===== src/common/oeim_pkg.sv =====
// package for the event and iso channel mask register block
// assumes a 32-bit register port with byte offsets
package oeim_pkg;
	localparam logic [7:0] OEIM_CHMASK_SET_OFS = 8'h78;
	localparam logic [7:0] OEIM_CHMASK_CLR_OFS = 8'h7c;
	localparam logic [7:0] OEIM_EVENT_SET_OFS = 8'h80;
	localparam logic [7:0] OEIM_EVENT_CLR_OFS = 8'h84;
	localparam logic [7:0] OEIM_EVMASK_OFS = 8'h88;
	localparam logic [7:0] OEIM_CTRL_OFS = 8'h8c;
	localparam logic [7:0] OEIM_STATUS_OFS = 8'h90;
	localparam logic [7:0] OEIM_IRQMASK_OFS = 8'h94;
	localparam int OEIM_GPIO_BIT = 30;
	localparam int OEIM_SOFT_BIT = 29;
	localparam int OEIM_TARDY_BIT = 27;
	localparam int OEIM_PHYREG_BIT = 26;
	localparam int OEIM_LONG_BIT = 25;
	localparam int OEIM_FATAL_BIT = 24;
	localparam int OEIM_MISMATCH_BIT = 23;
	// implemented event bits: 30,29,27..23
	localparam logic [31:0] OEIM_EVENT_IMPL = 32'h6f80_0000;
	localparam logic [31:0] OEIM_EVENT_RST = 32'h0000_0000;
	localparam logic [31:0] OEIM_CHMASK_RST = 32'h0000_0000;
	localparam logic [31:0] OEIM_EVMASK_RST = 32'h0000_0000;
	// control register fields
	localparam int OEIM_CTRL_GPA_EN = 0;
	localparam int OEIM_CTRL_GPB_EN = 1;
	localparam int OEIM_CTRL_LATE_EN = 2;
	localparam int OEIM_CTRL_ROOT = 3;
	localparam logic [3:0] OEIM_CTRL_RST = 4'h0;
	// cycle limit 125 us at 25 MHz
	localparam int OEIM_CLK_MHZ = 25;
	localparam int OEIM_CYCLE_LIMIT_US = 125;
	localparam int OEIM_CYCLE_LIMIT_CYC = OEIM_CYCLE_LIMIT_US * OEIM_CLK_MHZ;
	localparam int OEIM_IRQ_W = 2;
	localparam int OEIM_IRQ_EVENT = 0;
	localparam int OEIM_IRQ_CHMASK = 1;
endpackage : oeim_pkg


===== src/oeim_regs.sv =====
// event register, lower iso channel mask, control and interrupt logic
// assumes synchronous inputs on CLOCK and a single-cycle register port
//
// Function
// [RQ1] accept iso channel n packets only while mask bit n is one
// [RQ2] mask: ones at set address set bits, ones at clear address clear
// [RQ3] event bit set on source rising edge or software set write
// [RQ4] event bit cleared only by one written at clear address
// [RQ5] event read returns latched events ANDed with event mask
// [RQ6] event bits 31 and 28 read zero, ignore writes
// [RQ7] bit 30 set when an enabled general-purpose input asserts
// [RQ8] bit 29 is a software-only interrupt set via set address
// [RQ9] bit 27 set on late-ack causes while late-ack enable is one
// [RQ10] bit 26 set when a phy register byte arrives
// [RQ11] bit 25 set when cycle exceeds 125 us as timing root
// [RQ12] overlong cycle also clears the timing root role bit
// [RQ13] bit 24 set on any error halting subunits
// [RQ14] while bit 24 set, offending contexts' normal interrupts are blocked
// [RQ15] bit 23 set when received cycle start differs from cycle timer
// [RQ16] event bits 14 to 10 read zero
// [RQ17] zero bits in set or clear writes leave bits unchanged
//
// Local design decision: the strobed register port.
`timescale 1ns/1ps
module oeim_regs
	import oeim_pkg::*;
(
	input wire logic CLOCK,
	input wire logic RST_N,
	input wire logic [7:0] ADDR,
	input wire logic [31:0] WDATA,
	input wire logic WR,
	input wire logic RD,
	output logic [31:0] RDATA,
	output logic IRQ,
	input wire logic GP_IRQ_A,
	input wire logic GP_IRQ_B,
	input wire logic RX_FIFO_PENDING,
	input wire logic RESP_UNIT_BUSY,
	input wire logic LATE_ACK_SENT,
	input wire logic PHY_REG_BYTE_ARRIVED,
	input wire logic CYCLE_START_TX,
	input wire logic SUBACTION_GAP_END,
	input wire logic SUBUNIT_HALT,
	input wire logic CYCLE_START_RX,
	input wire logic [6:0] RX_SECONDS,
	input wire logic [12:0] RX_TICKS,
	input wire logic [6:0] TIMER_SECOND_FIELD,
	input wire logic [12:0] TIMER_TICK_FIELD,
	input wire logic [5:0] ISO_RX_CHANNEL,
	input wire logic ISO_RX_VALID,
	output logic ISO_RX_ACCEPT,
	output logic TIMING_ROOT_ROLE,
	output logic CONTEXT_IRQ_BLOCK
);
	logic [31:0] chmask_r;
	logic [31:0] event_r;
	logic [31:0] evmask_r;
	logic [3:0] ctrl_r;
	logic [OEIM_IRQ_W-1:0] irq_stat_r;
	logic [OEIM_IRQ_W-1:0] irq_mask_r;
	logic [31:0] src_r;
	logic [31:0] src_nxt;
	logic [31:0] rise;
	logic [11:0] cyc_cnt_r;
	logic cyc_run_r;
	logic overlong;
	logic wr_ev_set;
	logic wr_ev_clr;
	logic wr_ch_set;
	logic wr_ch_clr;
	logic [31:0] event_nxt;
	logic [31:0] chmask_nxt;

	function automatic logic hit(input logic [7:0] a, input logic [7:0] ofs, input logic s);
		hit = s && (a == ofs);
	endfunction : hit

	assign wr_ev_set = hit(ADDR, OEIM_EVENT_SET_OFS, WR);
	assign wr_ev_clr = hit(ADDR, OEIM_EVENT_CLR_OFS, WR);
	assign wr_ch_set = hit(ADDR, OEIM_CHMASK_SET_OFS, WR);
	assign wr_ch_clr = hit(ADDR, OEIM_CHMASK_CLR_OFS, WR);

	// overlong cycle timer, runs only while timing root
	always_ff @(posedge CLOCK or negedge RST_N)
	begin
		if (!RST_N)
		begin
			cyc_cnt_r <= 12'h000;
			cyc_run_r <= 1'b0;
		end
		else if (!ctrl_r[OEIM_CTRL_ROOT] || SUBACTION_GAP_END || overlong)
		begin
			cyc_cnt_r <= 12'h000;
			cyc_run_r <= 1'b0;
		end
		else if (CYCLE_START_TX && !cyc_run_r)
		begin
			cyc_cnt_r <= 12'h001;
			cyc_run_r <= 1'b1;
		end
		else if (cyc_run_r)
		begin
			cyc_cnt_r <= cyc_cnt_r + 12'h001;
		end
	end

	assign overlong = ctrl_r[OEIM_CTRL_ROOT] && cyc_run_r
		&& (cyc_cnt_r > 12'(OEIM_CYCLE_LIMIT_CYC)); // RQ11

	// source levels, edge detected below
	always_comb
	begin
		src_nxt = 32'h0000_0000;
		src_nxt[OEIM_GPIO_BIT] = (GP_IRQ_A && ctrl_r[OEIM_CTRL_GPA_EN])
			|| (GP_IRQ_B && ctrl_r[OEIM_CTRL_GPB_EN]); // RQ7
		src_nxt[OEIM_TARDY_BIT] = ctrl_r[OEIM_CTRL_LATE_EN]
			&& (RX_FIFO_PENDING || RESP_UNIT_BUSY || LATE_ACK_SENT); // RQ9
		src_nxt[OEIM_PHYREG_BIT] = PHY_REG_BYTE_ARRIVED; // RQ10
		src_nxt[OEIM_LONG_BIT] = overlong; // RQ11
		src_nxt[OEIM_FATAL_BIT] = SUBUNIT_HALT; // RQ13
		src_nxt[OEIM_MISMATCH_BIT] = CYCLE_START_RX
			&& ((RX_SECONDS != TIMER_SECOND_FIELD) || (RX_TICKS != TIMER_TICK_FIELD)); // RQ15
	end

	always_ff @(posedge CLOCK or negedge RST_N)
	begin
		if (!RST_N)
			src_r <= 32'h0000_0000;
		else
			src_r <= src_nxt;
	end

	assign rise = src_nxt & ~src_r; // RQ3

	// set wins over clear; only implemented bits ever hold a one
	always_comb
	begin
		event_nxt = event_r;
		if (wr_ev_clr)
			event_nxt = event_nxt & ~WDATA; // RQ4 RQ17
		event_nxt = (event_nxt | rise | (wr_ev_set ? WDATA : 32'h0000_0000))
			& OEIM_EVENT_IMPL; // RQ3 RQ6 RQ8 RQ16
	end

	always_ff @(posedge CLOCK or negedge RST_N)
	begin
		if (!RST_N)
			event_r <= OEIM_EVENT_RST;
		else
			event_r <= event_nxt;
	end

	always_comb
	begin
		chmask_nxt = chmask_r;
		if (wr_ch_set)
			chmask_nxt = chmask_nxt | WDATA; // RQ2 RQ17
		if (wr_ch_clr)
			chmask_nxt = chmask_nxt & ~WDATA; // RQ2 RQ17
	end

	always_ff @(posedge CLOCK or negedge RST_N)
	begin
		if (!RST_N)
			chmask_r <= OEIM_CHMASK_RST;
		else
			chmask_r <= chmask_nxt;
	end

	always_ff @(posedge CLOCK or negedge RST_N)
	begin
		if (!RST_N)
			evmask_r <= OEIM_EVMASK_RST;
		else if (hit(ADDR, OEIM_EVMASK_OFS, WR))
			evmask_r <= WDATA;
	end

	// control: overlong cycle drops the timing root role
	always_ff @(posedge CLOCK or negedge RST_N)
	begin
		if (!RST_N)
			ctrl_r <= OEIM_CTRL_RST;
		else
		begin
			if (hit(ADDR, OEIM_CTRL_OFS, WR))
				ctrl_r <= WDATA[3:0];
			// a write in the same cycle keeps its enables but loses the role
			if (overlong)
				ctrl_r[OEIM_CTRL_ROOT] <= 1'b0; // RQ12
		end
	end

	// block-level interrupt: any newly set event bit, any channel mask write
	always_ff @(posedge CLOCK or negedge RST_N)
	begin
		if (!RST_N)
		begin
			irq_stat_r <= '0;
			irq_mask_r <= '0;
		end
		else
		begin
			if (hit(ADDR, OEIM_IRQMASK_OFS, WR))
				irq_mask_r <= WDATA[OEIM_IRQ_W-1:0];
			irq_stat_r <= (irq_stat_r & ~(hit(ADDR, OEIM_STATUS_OFS, WR)
				? WDATA[OEIM_IRQ_W-1:0] : '0))
				| {(wr_ch_set || wr_ch_clr), |(event_nxt & ~event_r)};
		end
	end

	assign IRQ = |(irq_stat_r & irq_mask_r);

	always_ff @(posedge CLOCK or negedge RST_N)
	begin
		if (!RST_N)
			RDATA <= 32'h0000_0000;
		else if (!RD)
			RDATA <= 32'h0000_0000;
		else
			case (ADDR)
				OEIM_CHMASK_SET_OFS, OEIM_CHMASK_CLR_OFS: RDATA <= chmask_r; // RQ2
				OEIM_EVENT_SET_OFS, OEIM_EVENT_CLR_OFS: RDATA <= event_r & evmask_r; // RQ5
				OEIM_EVMASK_OFS: RDATA <= evmask_r;
				OEIM_CTRL_OFS: RDATA <= {28'h000_0000, ctrl_r};
				OEIM_STATUS_OFS: RDATA <= {30'h0000_0000, irq_stat_r};
				OEIM_IRQMASK_OFS: RDATA <= {30'h0000_0000, irq_mask_r};
				default: RDATA <= 32'h0000_0000;
			endcase
	end

	assign ISO_RX_ACCEPT = ISO_RX_VALID && !ISO_RX_CHANNEL[5]
		&& chmask_r[ISO_RX_CHANNEL[4:0]]; // RQ1
	assign TIMING_ROOT_ROLE = ctrl_r[OEIM_CTRL_ROOT];
	assign CONTEXT_IRQ_BLOCK = event_r[OEIM_FATAL_BIT]; // RQ14
endmodule : oeim_regs


===== config.mk =====
export PLATFORM = sky130hd
export DESIGN_NAME = oeim_regs
export DESIGN_NICKNAME = d
export VERILOG_FILES = /design/src/common/oeim_pkg.sv /design/src/oeim_regs.sv
export SDC_FILE = /design/constraint.sdc
export NUM_CORES = 1
export LEC_CHECK = 0
export ABC_AREA = 1
export BUFFER_PORTS_ARGS = -buffer_cell sky130_fd_sc_hd__buf_4
export CAP_MARGIN = 20
export CORE_UTILIZATION = 40
export CTS_BUF_LIST = sky130_fd_sc_hd__clkbuf_16
export CTS_CLUSTER_DIAMETER = 60
export DETAILED_ROUTE_END_ITERATION = 16
export PLACE_DENSITY = 0.58
export SLEW_MARGIN = 20
export SYNTH_ARGS = -nofsm -noshare
export SYNTH_HDL_FRONTEND = slang
export SYNTH_SLANG_ARGS = --single-unit

===== constraint.sdc =====
create_clock -name CLOCK -period 2.3 [get_ports CLOCK]
set_clock_uncertainty 0.2 [all_clocks]
set_input_delay 0.115 -clock CLOCK [delete_from_list [all_inputs] [get_ports CLOCK]]
set_output_delay 0.115 -clock CLOCK [all_outputs]
set_load 0.01 [all_outputs]

==> impl_metrics.env <==
export IMPL_status="finished, final reports clean"
export IMPL_ant_nets=0
export IMPL_drt_pass1_iterations=4
export IMPL_cts_sinks=130
export IMPL_syn_num_nets=890
export IMPL_synth_edf_count=0
export IMPL_detail_route_wl_per_cell_um=13.8
export IMPL_wl_met1_mm=8.19
export IMPL_cts_setup_buffers=0
export IMPL_crit_type="reg -> reg"
export IMPL_grtUsageTotal_pct=21.0
export IMPL_cts_tree="built"
export IMPL_synth_ff_type="dfrtp_1"
export IMPL_cpPeakStageDelay_ns=0.55
export IMPL_antenna_found_initial=0
export IMPL_area_growth_pct=35.5
export IMPL_wl_met3_um=880
export IMPL_avgSynthCellArea_um2=8.46
export IMPL_top_layer="met4"
export IMPL_cp_end_kind="register"
export IMPL_crit_fanout=6
export IMPL_ys_ff_latch=130
export IMPL_rsz0062_at_grt="false"
export IMPL_hold_path_class="in -> reg"
export IMPL_ioPinCount=137
export IMPL_syn_inst=786
export IMPL_layout_common_cells="nand2_1 (185), buf_4 (146), dfrtp_1 (129), inv_1 (104), nor2_1 (64)"
export IMPL_design_core_area_um2=16100
export IMPL_worstPathRequired_ns=2.40
export IMPL_drc=0
export IMPL_p_per_area_nw_per_um2=616
export IMPL_antenna_cells=0
export IMPL_vias=5741
export IMPL_post_route_cells_drive_above_1_share_pct=25.1
export IMPL_maxCapViolations=0
export IMPL_ys_seq_area_share_pct=48.9
export IMPL_async_flop_share_pct=100
export IMPL_yosys_area_top_type="dfrtp_1"
export IMPL_cts_buffers=17
export IMPL_pre_cts_ws_ns=0.412
export IMPL_path_cells="inv_1 > ha_1 > nor3_2 > o21ai_0 > nand2_1 > nand2_1 > nand2_2 > a21oi_1 > dlygate4sd3_1"
export IMPL_clk_insertion_delay_late_ns=0.41
export IMPL_ctsRootBufferMaster="clkbuf_16"
export IMPL_grt_max_degree=45
export IMPL_critical_path_arrival_ns=2.24
export IMPL_crit_slowest_cell="dlygate4sd3_1"
export IMPL_ys_warn_count=0
export IMPL_hold_violations=0
export IMPL_setup_slack_ns=0.154
export IMPL_drtIter0Drc=276
export IMPL_globalplace_congestion=0.795
export IMPL_tightest_slew_ns=0.610
export IMPL_p_leak_nw=4.39
export IMPL_die_width_um=131
export IMPL_grt_pass1_wl_mm=27.6
export IMPL_critPathMostFrequentCell="nand2_1"
export IMPL_vdd_drop_max_v=0.000508
export IMPL_nNetsFinal=1085
export IMPL_max_freq_mhz=466
export IMPL_dieArea_um2=17100
export IMPL_yosys_top_cells_area="dfrtp_1 (49%), nand2_1 (11%), inv_1 (5.8%)"
export IMPL_drv_slew=0
export IMPL_setup_viol=0
export IMPL_min_period_over_period_pct=93.3
export IMPL_rows=46
export IMPL_critPathBufInv=2
export IMPL_dp_hpwl_mm=11.9
export IMPL_fin_crit_ns=2.15
export IMPL_die_h_um=131
export IMPL_mostFrequentLayoutCell="nand2_1"
export IMPL_setup_tns_ns=0
export IMPL_crit_family="buffers and inverters"
export IMPL_via_per_inst=4.74
export IMPL_routed_wl_mm=16.7
export IMPL_cts_clk_slew_worst_paths_ns=0.06
export IMPL_ys_types=45
export IMPL_relSlewSlack_pct=59.3
export IMPL_dr_wl_met2_mm=7.45
export IMPL_ctsHtreeMaxLevel=4
export IMPL_cts_path_max_buffers=2
export IMPL_grt_pass1_vias=5507
export IMPL_syn_area_um2=6650
export IMPL_portBuffers=136
export IMPL_grt_overflow=0
export IMPL_netlist_area_leader_share_pct=48.9
export IMPL_start_kind="register"
export IMPL_initial_core_util_pct=41.4
[metal layers]
metal	up-vias	track usage, %
met4	0	6.09
met5	-	0
met2	168	32.6
li1	2941	-
met1	2618	29.5
met3	14	4.60
[path summary, 6_finish.rpt]
check,from,endpoint,slack [ns],cells past startpoint
max in group asynchronous,RST_N,cyc_cnt_r[0],1.20,3
min in group asynchronous,RST_N,RDATA[10],0.06,2
worst min-delay path,RX_SECONDS[6],event_r[23],0.02,7
worst max-delay path,cyc_cnt_r[0],cyc_run_r,0.15,9
worst max register to register,cyc_cnt_r[0],cyc_run_r,0.15,9
worst min register to register,evmask_r[26],evmask_r[26],0.29,2
[stage by stage]
step	hold slack [ns]	util [%]	power (W)	cell area (µm²)	cells
after global placement	-0.0334	49.2	0.00299	7900	1123
after CTS	0.0127	56.0	0.00560	9000	1210
after global routing	0.0595	56.1	0.00580	9010	1210
after floorplan	-0.381	-	0.00270	6650	786
final	0.0220	56.1	0.00555	9010	1210
after detailed placement	-0.0301	49.2	0.00299	7900	1123
[synthesized netlist by cell type (2+ instances only)]
| master | number |
|---|---|
| nor4_1 | 2 |
| buf_4 | 2 |
| a21oi_1 | 36 |
| o22ai_1 | 3 |
| a22o_1 | 2 |
| a22oi_1 | 3 |
| clkbuf_1 | 4 |
| dfrtp_1 | 130 |
| o211ai_1 | 3 |
| xor2_1 | 9 |
| nand4_1 | 4 |
| nor2_1 | 64 |
| o21ai_0 | 29 |
| nor3_1 | 8 |
| nand3_2 | 5 |
| nand3b_1 | 2 |
| inv_2 | 4 |
| nor2_4 | 4 |
| o21ai_2 | 20 |
| a31oi_1 | 2 |
| ha_1 | 3 |
| buf_6 | 8 |
| nand2_1 | 186 |
| o31ai_2 | 20 |
| nand2_4 | 4 |
| nand3_1 | 38 |
| o21ai_1 | 54 |
| buf_2 | 15 |
| inv_1 | 102 |
| xnor2_1 | 4 |
| nor2_8 | 2 |
[cells by family after synthesis]
| logic type | after synthesis | share of synthesized area [%] |
|---|---|---|
| flops | 130 | 48.9 |
| buf+inv | 137 | 9.05 |
| fa+ha+maj | 3 | 0.565 |
| xor+xnor | 13 | 1.71 |
| compound gates | 178 | 17.8 |
| simple gates | 325 | 22.0 |
[report_power, final]
| group | total, W | internal, W | leakage, nW | switching (W) |
|---|---|---|---|---|
| Combinational | 0.000590 | 0.000284 | 2.37 | 0.000306 |
| Clock | 0.00254 | 0.00156 | 0.282 | 0.000976 |
| Sequential | 0.00243 | 0.00237 | 1.75 | 0.0000571 |
| Total | 0.00555 | 0.00422 | 4.39 | 0.00134 |
[timing repair]
item,CTS,global route
endpoints found under the setup margin,0,1
gates resized for setup,0,3
hold buffers,55,0
hold endpoints to repair,225,0
[final cells by class]
type                            instances  area (µm²)
Tap cell                              216         270
Sequential cell                       130        3250
Clock inverter                         15         126
Inverter                              108         407
Timing Repair Buffer                  205        1730
Fill cell                            1503        7050
Multi-Input combinational cell        519        2800
Clock buffer                           17         425
[worst min-delay path: stages]
cell,delay (ns)
buf_4,0.08
xnor2_1,0.05
nand3_1,0.06
nor2_1,0.04
nand3_1,0.08
nand3_1,0.08
nand2_1,0.09
Note: power is estimated with default switching activity, not from simulation.
